--- src/adc_seq_pkg.sv ---
package adc_seq_pkg;

   // ****************************************
   // register map
   // ****************************************
   localparam logic [7:0] RESULT_LOW_OFFSET   = 8'h24;
   localparam logic [7:0] RESULT_HIGH_OFFSET  = 8'h25;
   localparam logic [7:0] CONTROL_OFFSET      = 8'h26;
   localparam logic [7:0] CLOCK_SELECT_OFFSET = 8'h27;
   localparam logic [7:0] IRQ_STATUS_OFFSET   = 8'h28;
   localparam logic [7:0] IRQ_MASK_OFFSET     = 8'h29;

   // ****************************************
   // field positions
   // ****************************************
   localparam int CHANNEL_LSB     = 0;
   localparam int PORT_CONFIG_LSB = 3;
   localparam int PENDING_BIT     = 6;
   localparam int START_BIT       = 7;
   localparam int DIVIDER_LSB     = 0;
   localparam int TEST_BIT        = 7;
   localparam int IRQ_DONE_BIT    = 0;

   // ****************************************
   // reset values
   // ****************************************
   localparam logic [7:0] CONTROL_RESET      = 8'h00;
   localparam logic [7:0] CLOCK_SELECT_RESET = 8'h00;
   localparam logic [7:0] IRQ_RESET          = 8'h00;
   localparam logic [9:0] RESULT_RESET       = 10'h000;

   // ****************************************
   // timing
   // ****************************************
   localparam logic [6:0] CONVERSION_TICKS = 7'h4c;
   localparam logic [6:0] SAMPLE_TICKS     = 7'h20;
   localparam logic [4:0] DIV2_MASK        = 5'h01;
   localparam logic [4:0] DIV8_MASK        = 5'h07;
   localparam logic [4:0] DIV32_MASK       = 5'h1f;

   typedef enum logic [1:0] {
      DIV_2   = 2'h0,
      DIV_8   = 2'h1,
      DIV_32  = 2'h2,
      DIV_UND = 2'h3
   } clock_divider_t;

   typedef enum logic [1:0] {
      ST_IDLE   = 2'h0,
      ST_ARMED  = 2'h1,
      ST_SAMPLE = 2'h3,
      ST_CONV   = 2'h2
   } conv_state_t;

   typedef struct packed {
      logic [7:0] addr;
      logic [7:0] wdata;
      logic       wr;
      logic       rd;
   } reg_req_t;

   typedef struct packed {
      logic [7:0] analog_enable;
      logic [2:0] channel;
      logic       powered;
      logic       sampling;
   } analog_ctrl_t;

endpackage

--- src/adc_sequencer_control.sv ---
// Summary of operation
// RULE1 - the ten-bit result keeps bits 9..2 in the high byte and bits 1..0 in bits 7..6 of the low byte.
// RULE2 - both result bytes are read-only and writes leave the stored result unchanged.
// RULE3 - control bits 2..0 select which of the eight analog inputs feeds the converter.
// RULE4 - control bits 5..3 with value N make the lowest N port lines analog, value 7 makes all eight analog.
// RULE5 - an analog port line loses its digital function and pull-high and the converter is powered.
// RULE6 - a zero port configuration powers the converter down and leaves all port lines digital.
// RULE7 - a rising start bit resets the converter and sets the pending flag to one.
// RULE8 - a falling start bit after a rise begins a conversion on the selected channel.
// RULE9 - completion clears the pending flag and sets the interrupt request flag, gated by its mask.
// RULE10 - software holds start low after a pulse until the pending flag reads zero.
// RULE11 - software pulses start within ten instruction cycles after setting a nonzero port configuration.
// RULE12 - clock select bits 1..0 give system clock divided by 2, 8 or 32, code 3 undefined.
// RULE13 - clock select bits 2..6 read as zero.
// RULE14 - software leaves clock select bit 7 alone, it is for factory test only.
// RULE15 - a conversion lasts 76 converter clocks, the first 32 of them sampling.
// RULE16 - the converter clock is an enable from a free-running divider and both result bytes load together at completion.
`timescale 1ns/1ns
`default_nettype none
module adc_sequencer_control (
   input  wire logic                         clk_sys,
   input  wire logic                         sys_rst,
   input  wire logic [7:0]                   reg_addr,
   input  wire logic [7:0]                   reg_wdata,
   input  wire logic                         reg_wr,
   input  wire logic                         reg_rd,
   output logic [7:0]                        reg_rdata,
   input  wire logic [9:0]                   sar_result,
   output adc_seq_pkg::analog_ctrl_t         analog_ctrl,
   output logic [7:0]                        port_digital_disable,
   output logic                              irq
);

   // ****************************************
   // register bus
   // ****************************************
   adc_seq_pkg::reg_req_t req;
   assign req = '{addr: reg_addr, wdata: reg_wdata, wr: reg_wr, rd: reg_rd};

   logic [2:0] channel_reg, channel_next;
   logic [2:0] port_cfg_reg, port_cfg_next;
   logic       start_reg, start_next;
   logic       pending_reg, pending_next;
   logic [1:0] divsel_reg, divsel_next;
   logic       test_reg, test_next;
   logic       irq_status_reg, irq_status_next;
   logic       irq_mask_reg, irq_mask_next;
   logic [9:0] result_reg, result_next;
   logic [7:0] rdata_reg, rdata_next;

   // ****************************************
   // converter clock divider
   // ****************************************
   logic [4:0] div_cnt_reg, div_cnt_next;
   logic       tick;

   function automatic logic [4:0] div_mask(input logic [1:0] sel);
      case (sel)
         adc_seq_pkg::DIV_2:  div_mask = adc_seq_pkg::DIV2_MASK;
         adc_seq_pkg::DIV_8:  div_mask = adc_seq_pkg::DIV8_MASK;
         adc_seq_pkg::DIV_32: div_mask = adc_seq_pkg::DIV32_MASK;
         // undefined code: slowest rate, a safe choice
         default:             div_mask = adc_seq_pkg::DIV32_MASK;
      endcase
   endfunction

   always_comb begin
      div_cnt_next = div_cnt_reg + 5'h01;                             // [RULE16]
   end
   assign tick = ((div_cnt_reg & div_mask(divsel_reg)) == div_mask(divsel_reg)); // [RULE12]

   // ****************************************
   // conversion sequencer
   // ****************************************
   adc_seq_pkg::conv_state_t state_reg, state_next;
   logic [6:0] tick_cnt_reg, tick_cnt_next;
   logic       start_rise, start_fall, done;

   // ****************************************
   // start edge detector
   // ****************************************
   always_comb begin
      start_next = start_reg;
      if (req.wr && req.addr == adc_seq_pkg::CONTROL_OFFSET) begin
         start_next = req.wdata[adc_seq_pkg::START_BIT];
      end
   end
   assign start_rise = !start_reg && start_next;
   assign start_fall = start_reg && !start_next;

   always_comb begin
      state_next    = state_reg;
      tick_cnt_next = tick_cnt_reg;
      done          = 1'b0;
      case (state_reg)
         adc_seq_pkg::ST_IDLE: begin
            if (start_rise) begin
               state_next = adc_seq_pkg::ST_ARMED;                    // [RULE7]
            end
         end
         adc_seq_pkg::ST_ARMED: begin
            // count held at zero until the falling write starts sampling
            tick_cnt_next = 7'h00;
            if (start_fall) begin
               state_next = adc_seq_pkg::ST_SAMPLE;                   // [RULE8]
            end
         end
         adc_seq_pkg::ST_SAMPLE, adc_seq_pkg::ST_CONV: begin
            if (tick) begin
               tick_cnt_next = tick_cnt_reg + 7'h01;
               if (tick_cnt_next == adc_seq_pkg::SAMPLE_TICKS) begin
                  state_next = adc_seq_pkg::ST_CONV;                  // [RULE15]
               end
               if (tick_cnt_next == adc_seq_pkg::CONVERSION_TICKS) begin
                  state_next = adc_seq_pkg::ST_IDLE;                  // [RULE15]
                  done       = 1'b1;
               end
            end
         end
         default: state_next = adc_seq_pkg::ST_IDLE;
      endcase
      // a new rising start aborts and rearms, whatever is in flight
      if (start_rise) begin
         state_next    = adc_seq_pkg::ST_ARMED;                       // [RULE7]
         tick_cnt_next = 7'h00;
         done          = 1'b0;
      end
   end

   // ****************************************
   // registers next values
   // ****************************************
   always_comb begin
      channel_next    = channel_reg;
      port_cfg_next   = port_cfg_reg;
      pending_next    = pending_reg;
      divsel_next     = divsel_reg;
      test_next       = test_reg;
      irq_status_next = irq_status_reg;
      irq_mask_next   = irq_mask_reg;
      result_next     = result_reg;
      if (req.wr) begin
         case (req.addr)
            adc_seq_pkg::CONTROL_OFFSET: begin
               channel_next  = req.wdata[adc_seq_pkg::CHANNEL_LSB +: 3];       // [RULE3]
               port_cfg_next = req.wdata[adc_seq_pkg::PORT_CONFIG_LSB +: 3];   // [RULE4]
            end
            adc_seq_pkg::CLOCK_SELECT_OFFSET: begin
               divsel_next = req.wdata[adc_seq_pkg::DIVIDER_LSB +: 2];         // [RULE12]
               // test bit is only stored, it steers nothing
               test_next   = req.wdata[adc_seq_pkg::TEST_BIT];
            end
            adc_seq_pkg::IRQ_STATUS_OFFSET: begin
               if (req.wdata[adc_seq_pkg::IRQ_DONE_BIT]) begin
                  irq_status_next = 1'b0;
               end
            end
            adc_seq_pkg::IRQ_MASK_OFFSET: begin
               irq_mask_next = req.wdata[adc_seq_pkg::IRQ_DONE_BIT];
            end
            // result bytes and unmapped addresses ignore writes
            default: ;                                                        // [RULE2]
         endcase
      end
      if (start_rise) begin
         pending_next = 1'b1;                                                 // [RULE7]
      end
      // after the clear above, so completion beats a same-cycle clear
      if (done) begin
         pending_next    = 1'b0;                                              // [RULE9]
         irq_status_next = 1'b1;                                              // [RULE9]
         result_next     = sar_result;                                        // [RULE16]
      end
   end

   // ****************************************
   // read data
   // ****************************************
   always_comb begin
      rdata_next = 8'h00;
      if (req.rd) begin
         case (req.addr)
            adc_seq_pkg::RESULT_LOW_OFFSET:   rdata_next = {result_reg[1:0], 6'h00};        // [RULE1]
            adc_seq_pkg::RESULT_HIGH_OFFSET:  rdata_next = result_reg[9:2];                 // [RULE1]
            adc_seq_pkg::CONTROL_OFFSET:
               rdata_next = {start_reg, pending_reg, port_cfg_reg, channel_reg};
            adc_seq_pkg::CLOCK_SELECT_OFFSET: rdata_next = {test_reg, 5'h00, divsel_reg};   // [RULE13]
            adc_seq_pkg::IRQ_STATUS_OFFSET:   rdata_next = {7'h00, irq_status_reg};
            adc_seq_pkg::IRQ_MASK_OFFSET:     rdata_next = {7'h00, irq_mask_reg};
            default:                          rdata_next = 8'h00;
         endcase
      end
   end

   // ****************************************
   // divider and sequencer registers
   // ****************************************
   // free-running, so a start never waits for a divider restart
   always_ff @(posedge clk_sys) begin
      if (sys_rst) begin
         div_cnt_reg <= 5'h00;
      end else begin
         div_cnt_reg <= div_cnt_next;                                         // [RULE16]
      end
   end

   // edge detector and sequencer share one register group
   always_ff @(posedge clk_sys) begin
      if (sys_rst) begin
         start_reg    <= adc_seq_pkg::CONTROL_RESET[7];
         state_reg    <= adc_seq_pkg::ST_IDLE;
         tick_cnt_reg <= 7'h00;
      end else begin
         start_reg    <= start_next;
         state_reg    <= state_next;
         tick_cnt_reg <= tick_cnt_next;
      end
   end

   // ****************************************
   // control and status registers
   // ****************************************
   always_ff @(posedge clk_sys) begin
      if (sys_rst) begin
         channel_reg    <= adc_seq_pkg::CONTROL_RESET[2:0];
         port_cfg_reg   <= adc_seq_pkg::CONTROL_RESET[5:3];
         pending_reg    <= adc_seq_pkg::CONTROL_RESET[6];
         divsel_reg     <= adc_seq_pkg::CLOCK_SELECT_RESET[1:0];
         test_reg       <= adc_seq_pkg::CLOCK_SELECT_RESET[7];
         irq_status_reg <= adc_seq_pkg::IRQ_RESET[0];
         irq_mask_reg   <= adc_seq_pkg::IRQ_RESET[0];
         result_reg     <= adc_seq_pkg::RESULT_RESET;
      end else begin
         channel_reg    <= channel_next;
         port_cfg_reg   <= port_cfg_next;
         pending_reg    <= pending_next;
         divsel_reg     <= divsel_next;
         test_reg       <= test_next;
         irq_status_reg <= irq_status_next;
         irq_mask_reg   <= irq_mask_next;
         result_reg     <= result_next;
      end
   end

   // ****************************************
   // read data register
   // ****************************************
   // read data stands for one cycle only, zero otherwise
   always_ff @(posedge clk_sys) begin
      if (sys_rst) begin
         rdata_reg <= 8'h00;
      end else begin
         rdata_reg <= rdata_next;
      end
   end

   // ****************************************
   // analog side and outputs
   // ****************************************
   logic [7:0] lines_reg, lines_next;
   logic       powered_reg, powered_next;
   logic       sampling_reg, sampling_next;
   logic       irq_reg, irq_next;

   // decoded from next values, so outputs flip on the same edge as the registers
   always_comb begin
      lines_next = 8'h00;
      for (int i = 0; i < 8; i++) begin
         if (port_cfg_next == 3'h7 || i < int'(port_cfg_next)) begin
            lines_next[i] = 1'b1;                                             // [RULE4]
         end
      end
      powered_next  = (port_cfg_next != 3'h0);                                // [RULE5] [RULE6]
      sampling_next = (state_next == adc_seq_pkg::ST_SAMPLE);                 // [RULE15]
      irq_next      = irq_status_next && irq_mask_next;                       // [RULE9]
   end

   // ****************************************
   // output registers
   // ****************************************
   // data outputs straight from flops, no decode glitches on the pins
   always_ff @(posedge clk_sys) begin
      if (sys_rst) begin
         lines_reg    <= 8'h00;
         powered_reg  <= 1'b0;
         sampling_reg <= 1'b0;
         irq_reg      <= 1'b0;
      end else begin
         lines_reg    <= lines_next;
         powered_reg  <= powered_next;
         sampling_reg <= sampling_next;
         irq_reg      <= irq_next;
      end
   end

   assign analog_ctrl.analog_enable = lines_reg;
   assign analog_ctrl.channel       = channel_reg;                            // [RULE3]
   assign analog_ctrl.powered       = powered_reg;                            // [RULE5] [RULE6]
   assign analog_ctrl.sampling      = sampling_reg;                           // [RULE15]
   assign port_digital_disable      = lines_reg;                              // [RULE5]
   assign reg_rdata                 = rdata_reg;
   assign irq                       = irq_reg;                                // [RULE9]

endmodule
`default_nettype wire

--- config.mk ---
export PLATFORM = sky130hd
export DESIGN_NAME = adc_sequencer_control
export DESIGN_NICKNAME = d
export VERILOG_FILES = /design/src/adc_seq_pkg.sv /design/src/adc_sequencer_control.sv
export SDC_FILE = /design/constraint.sdc
export NUM_CORES = 1
export LEC_CHECK = 0
export ABC_AREA = 1
export BUFFER_PORTS_ARGS = -buffer_cell sky130_fd_sc_hd__buf_2
export CAP_MARGIN = 0
export CORE_ASPECT_RATIO = 1.4
export CORE_MARGIN = 2
export CORE_UTILIZATION = 48
export DETAILED_ROUTE_END_ITERATION = 12
export MAX_ROUTING_LAYER = met4
export PLACE_DENSITY = 0.75
export REMOVE_ABC_BUFFERS = 1
export SLEW_MARGIN = 15
export SYNTH_ARGS = -nofsm -noshare
export SYNTH_HDL_FRONTEND = slang
export SYNTH_SLANG_ARGS = --single-unit
export TNS_END_PERCENT = 50
--- constraint.sdc ---
create_clock -name clk_sys -period 1.7 [get_ports clk_sys]
set_clock_uncertainty 0.15 [all_clocks]
set_input_delay 0.34 -clock clk_sys [delete_from_list [all_inputs] [get_ports clk_sys]]
set_output_delay 0.34 -clock clk_sys [all_outputs]
set_load 0.01 [all_outputs]
==> impl_metrics.yaml, run 1 <==
power:
  p_leak_nw: 1.59
  p_total_mw: 2.15
  power_per_cell_area_nw_per_um2: 640
  max-vdd-ir-drop_mv: 0.476
worst_setup_path:
  cp-start-kind: "register"
  regToRegStartpoint: "tick_cnt_reg[0]"
  r2r_cells: 12
  cp-end-kind: "register"
  reg2reg_slack_ns: -0.01
  reg2reg_to: "state_reg[1]"
  cp.arrival_ns: 1.77
  cp_max_fo: 4
  worst-endpoint-required_ns: 1.76
  critical_path_class: "register to register"
cts:
  clk_pin_slew_ns: 0.10
  insertion_delay_ns: 0.31
  clk_path_buf_depth: 2
  cts_tree: "done"
  cts_buffers: 5
  root_buffer: "clkbuf_8"
  htree_levels: 2
  hold_buffers: 0
  cts_sinks: 56
synthesis:
  yosysUniqueCellTypes: 35
  avgSynthCellArea_sq_um: 7.55
  yosysTopAreaCellShare: 0.437
  syn_inst: 340
  syn_area_sq_um: 2570
  ys_warn_count: 0
  synth_area_leaders: "dfxtp_1, nand2_1, nor2_1"
  yosysTopAreaCell: "dfxtp_1"
  ys_ff_latch: 56
  ys_seq_area_frac: 0.437
finish:
  num-nets-final: 463
  seqCellArea_sq_um: 1130
  fillers: 441
  layout_common_cells: "nand2_1, buf_2, dfxtp_1"
  multi_input_area_sq_um: 1270
  antenna_cells: 0
  largest_reg_flops: 10
  area_growth_syn_to_layout_pct: 30.6
  layout_commonest_cell: "nand2_1"
  layout-drive-gt1-share: 0.376
floorplan:
  rows: 31
  core_sq_um: 5160
  design.die.area_sq_um: 5960
  die_y_um: 90.5
  initial_utilization: 0.498
  die_x_um: 65.8
  ios: 60
routing:
  finalWirelength_um: 5980
  drtAntennaViolNets: 0
  via_count: 2403
  viasPerCell: 4.84
  drtIter0Drc: 153
  wl_per_cell_um: 12.0
  drc: 0
  first_pass_iters: 4
global_routing:
  antenna_found_initial: 0
  grt_max_degree: 17
  track_usage: 0.215
  overflow: 0
  grt_first_pass_wirelength_um: 9810
  grt_pass1_vias: 2276
place:
  dp_hpwl_um: 4330
  gp_congestion: 0.912
  detailedPlace.worstSlack_ns: -0.147
  portBuffers: 58
timing:
  setup_viol: 1
  fin_crit_sh: 1.01
  setup_slack_ns: -0.0110
  fin_hold_ws_ns: 0.0940
  drv_slew: 0
  relSlewSlack: 0.807
  period_needed_ns: 1.71
  finalHoldViolations: 0
  timing_worst_slew_pin_value_ns: 0.289
  max_freq_mhz: 584
  grt_setup_unrepaired: "yes"
worst_hold_path:
  min_to: "result_reg[8]"
  whs_path_depth: 3
  hold_start: "sar_result[8]"
  hp-class: "primary input to register"
run_status:
  status: "finished with violations"
  violations: "setup timing"
job:
  maxCapViolations: 0
## how the worst max path moves through the flow
stage                                from             to
after floorplan           tick_cnt_reg[0]  result_reg[0]
after global placement    tick_cnt_reg[0]  result_reg[5]
after detailed placement      reg_addr[7]   sampling_reg
after CTS                 tick_cnt_reg[1]   state_reg[1]
after global routing      tick_cnt_reg[0]   state_reg[1]
final                     tick_cnt_reg[0]   state_reg[1]
## power breakdown
group	total, mW	switching [mW]	internal [mW]
Clock	0.697	0.417	0.280
Combinational	0.127	0.0704	0.0570
Sequential	1.32	0.00505	1.32
## layer usage
metal | vias up | track usage | wire length, um
met3 | 9 | 0.0399 | 264
li1 | 1248 | - | -
met5 | - | - | 0
met1 | 1090 | 0.229 | 2280
met2 | 56 | 0.384 | 3310
met4 | 0 | 0.0816 | 128
## layout make-up
type / count / area share
Multi-Input combinational cell: 221 / 0.380
Clock buffer: 5 / 0.0205
Tap cell: 66 / 0.0246
Sequential cell: 56 / 0.336
Timing Repair Buffer: 97 / 0.178
Clock inverter: 2 / 0.00373
Inverter: 50 / 0.0567
## worst max-delay path, stage by stage (launching register included)
cell and delay (ns):
dfxtp_2 0.37, buf_6 0.12, nand3_4 0.11, o21ai_2 0.16, nand2_2 0.09, nor2_4 0.13, buf_4 0.14, buf_6 0.09
nand2_1 0.04, nand2_1 0.05, nand2_1 0.07, nand2_2 0.07, inv_1 0.04
## cells in the mapped netlist
library cell,n
o21ai_1,3
clkbuf_1,1
xnor2_1,1
dfxtp_1,56
nand3_2,3
nor2_2,3
o22ai_1,5
o211ai_1,3
clkinv_1,2
nor2_8,1
a21oi_1,16
nand2_1,67
nand4_4,2
o21ai_0,7
a21oi_2,1
nand2_2,12
ha_1,2
buf_6,2
nand2_4,1
nor3_1,2
a211oi_1,4
buf_2,2
nand3_4,1
inv_1,45
nand3_1,21
inv_2,2
nor2_1,49
o21a_1,3
or2_2,2
buf_4,11
xor2_1,2
clkinv_2,1
nor2_4,3
nand4_1,2
o21ai_2,2
## stage by stage
stage                     TNS, ns  cell area (sq um)  utilization  std cells
after floorplan                 0               2450            -        324
after global placement     -0.906               3080        0.596        482
after detailed placement    -2.29               3080        0.596        482
after CTS                  -0.227               3190        0.618        491
after global routing       -0.963               3350        0.650        497
final                     -0.0110               3350        0.650        497
## logic make-up (layout without fill, tap and decap cells)
group,Yosys count,in the layout,share of synthesized area
adder cells (fa/ha/maj),2,2,0.00975
XOR/XNOR,3,3,0.0102
AO/OA/AOI/OAI,44,44,0.102
buffers and inverters,66,154,0.120
flip-flops,56,56,0.437
AND/OR/NAND/NOR,169,172,0.321
## what timing repair did
item,CTS,global route
pin swaps,1,12
gates resized for setup,1,33
setup buffers,0,5
cloned,2,1
setup endpoints to repair,13,16
(Power assumes the default switching activity.)
==> inputs of run 2 (changes only) <==
--- a/config.mk
+++ b/config.mk
@@ -12,7 +12,6 @@
 export CORE_MARGIN = 2
 export CORE_UTILIZATION = 48
 export DETAILED_ROUTE_END_ITERATION = 12
-export MAX_ROUTING_LAYER = met4
 export PLACE_DENSITY = 0.75
 export REMOVE_ABC_BUFFERS = 1
 export SLEW_MARGIN = 15
==> run 2 against run 1 <==
Against the previous run:
- the flow still finishes with violations (setup timing)
- die area unchanged
- total power about the same
- count of clock-buffer cells in the layout stayed put
- global-route usage is 0.59 points lower
- register-to-register slack barely moved
- design area unchanged
- combinational power barely moved
- sequential power about the same
==> impl_metrics.yaml, run 2 (synthesized netlist as in run 1, its figures left out) <==
worst_setup_path:
  slowest_delay_ns: 0.37
  slowest_stage: "dfxtp_2"
  critical_path_class: "register to register"
  cp.arrival_ns: 1.77
  worst-endpoint-required_ns: 1.76
  reg2reg_slack_ns: -0.01
  regToRegStartpoint: "tick_cnt_reg[1]"
  r2r_cells: 12
  cp-end-kind: "register"
  crit_top_cell: "nand2_1"
  critPathLaunch: "tick_cnt_reg[1]"
  crit_end: "state_reg[1]"
  cp_max_fo: 4
  reg2reg_to: "state_reg[1]"
  cp-start-kind: "register"
  crit_chain: "buf_6 > nand3_4 > o21ai_2 > nand2_2 > nor2_4 > buf_4 > buf_6 > nand2_1 > nand2_1 > nand2_1 > nand2_2 > inv_1"
finish:
  num-nets-final: 463
  area_growth_syn_to_layout_pct: 30.6
  largest_reg_flops: 10
  final_cells: 497
  layout_commonest_cell: "nand2_1"
  layout_common_cells: "nand2_1, buf_2, dfxtp_1"
  antenna_cells: 0
  layout-drive-gt1-share: 0.376
  stdcell_area_sq_um: 3350
routing:
  drtIter0Drc: 148
  wl_per_cell_um: 12.0
  via_count: 2409
  viasPerCell: 4.85
  finalWirelength_um: 5980
  first_pass_iters: 4
  drtAntennaViolNets: 0
  drc: 0
global_routing:
  track_usage: 0.209
  overflow: 0
  grt_first_pass_wirelength_um: 9800
  antenna_found_initial: 0
  grt_max_degree: 17
  grt_pass1_vias: 2280
cts:
  cts_sinks: 56
  insertion_delay_ns: 0.31
  clk_path_buf_depth: 2
  htree_levels: 2
  cts_buffers: 5
  root_buffer: "clkbuf_8"
  clk_pin_slew_ns: 0.10
  cts_tree: "done"
worst_hold_path:
  hp-class: "primary input to register"
  hold_start: "sar_result[8]"
floorplan:
  die_y_um: 90.5
  design.die.area_sq_um: 5960
  die_x_um: 65.8
  initial_utilization: 0.498
  ios: 60
  core_sq_um: 5160
  rows: 31
timing:
  drv_slew: 0
  finalSetupTns_ns: -0.0103
  finalHoldViolations: 0
  period_needed_ns: 1.71
  fin_crit_sh: 1.01
  grt_setup_unrepaired: "yes"
  fin_hold_ws_ns: 0.0945
  relSlewSlack: 0.808
  max_freq_mhz: 585
  setup_viol: 1
  timing_worst_slew_pin_value_ns: 0.288
  setup_slack_ns: -0.0103
power:
  power_per_cell_area_nw_per_um2: 640
  p_total_mw: 2.15
  p_leak_nw: 1.59
  max-vdd-ir-drop_mv: 0.477
place:
  placed_cell_area_sq_um: 3080
  dp_cells: 482
  dp_hpwl_um: 4330
  gp_congestion: 0.897
  portBuffers: 58
job:
  maxCapViolations: 0
run_status:
  violations: "setup timing"
  status: "finished with violations"
[run 2: worst max-delay path: cells and delay by family, from the launching register on]
kind	cells	cell delay, ns
AO/OA/AOI/OAI	1	0.16
buffers and inverters	4	0.39
flip-flops	1	0.37
AND/OR/NAND/NOR	7	0.55
[run 2: timing repair]
item / CTS / global route
gates cloned: 2 / 1
pin swaps: 1 / 12
setup endpoints to repair: 13 / 16
gates resized for setup: 1 / 33
buffers inserted: 0 / 5
hold buffers: 0 / 0
[run 2: cell type report]
type	instances	area, sq um
fillers	441	1810
multi-input cells	221	1270
flip-flops and latches	56	1130
repair buffers	97	598
inverters	50	190
well taps	66	82.6
clock buffers	5	68.8
clock inverters	2	12.5
[run 2: worst min path at each step]
stage                      to  slack [ns]  cells past startpoint
2_1_floorplan  div_cnt_reg[0]        0.26                      1
4_1_cts         result_reg[4]         0.1                      3
3_5_place_dp         test_reg        0.30                      2
6_report        result_reg[8]        0.09                      3
3_3_place_gp         test_reg        0.29                      2
5_1_grt         result_reg[8]        0.11                      3
[run 2: per-stage QoR]
step,util,setup WS (ns)
final,0.650,-0.0103
after global placement,0.596,-0.0899
after detailed placement,0.596,-0.147
after CTS,0.618,-0.0343
after global routing,0.650,-0.132
after floorplan,-,0.0254
[run 2: power breakdown]
part | total (mW) | leakage (nW) | switching (mW) | internal, mW
combinational | 0.128 | 1.09 | 0.0706 | 0.0570
clock | 0.697 | 0.0400 | 0.417 | 0.280
sequential | 1.32 | 0.454 | 0.00505 | 1.32
total | 2.15 | 1.59 | 0.492 | 1.65
[run 2: routing by layer]
layer / wire length (um) / GRT usage
met5: 0 / 0
met4: 126 / 0.0816
met3: 276 / 0.0399
met2: 3310 / 0.384
met1: 2270 / 0.229
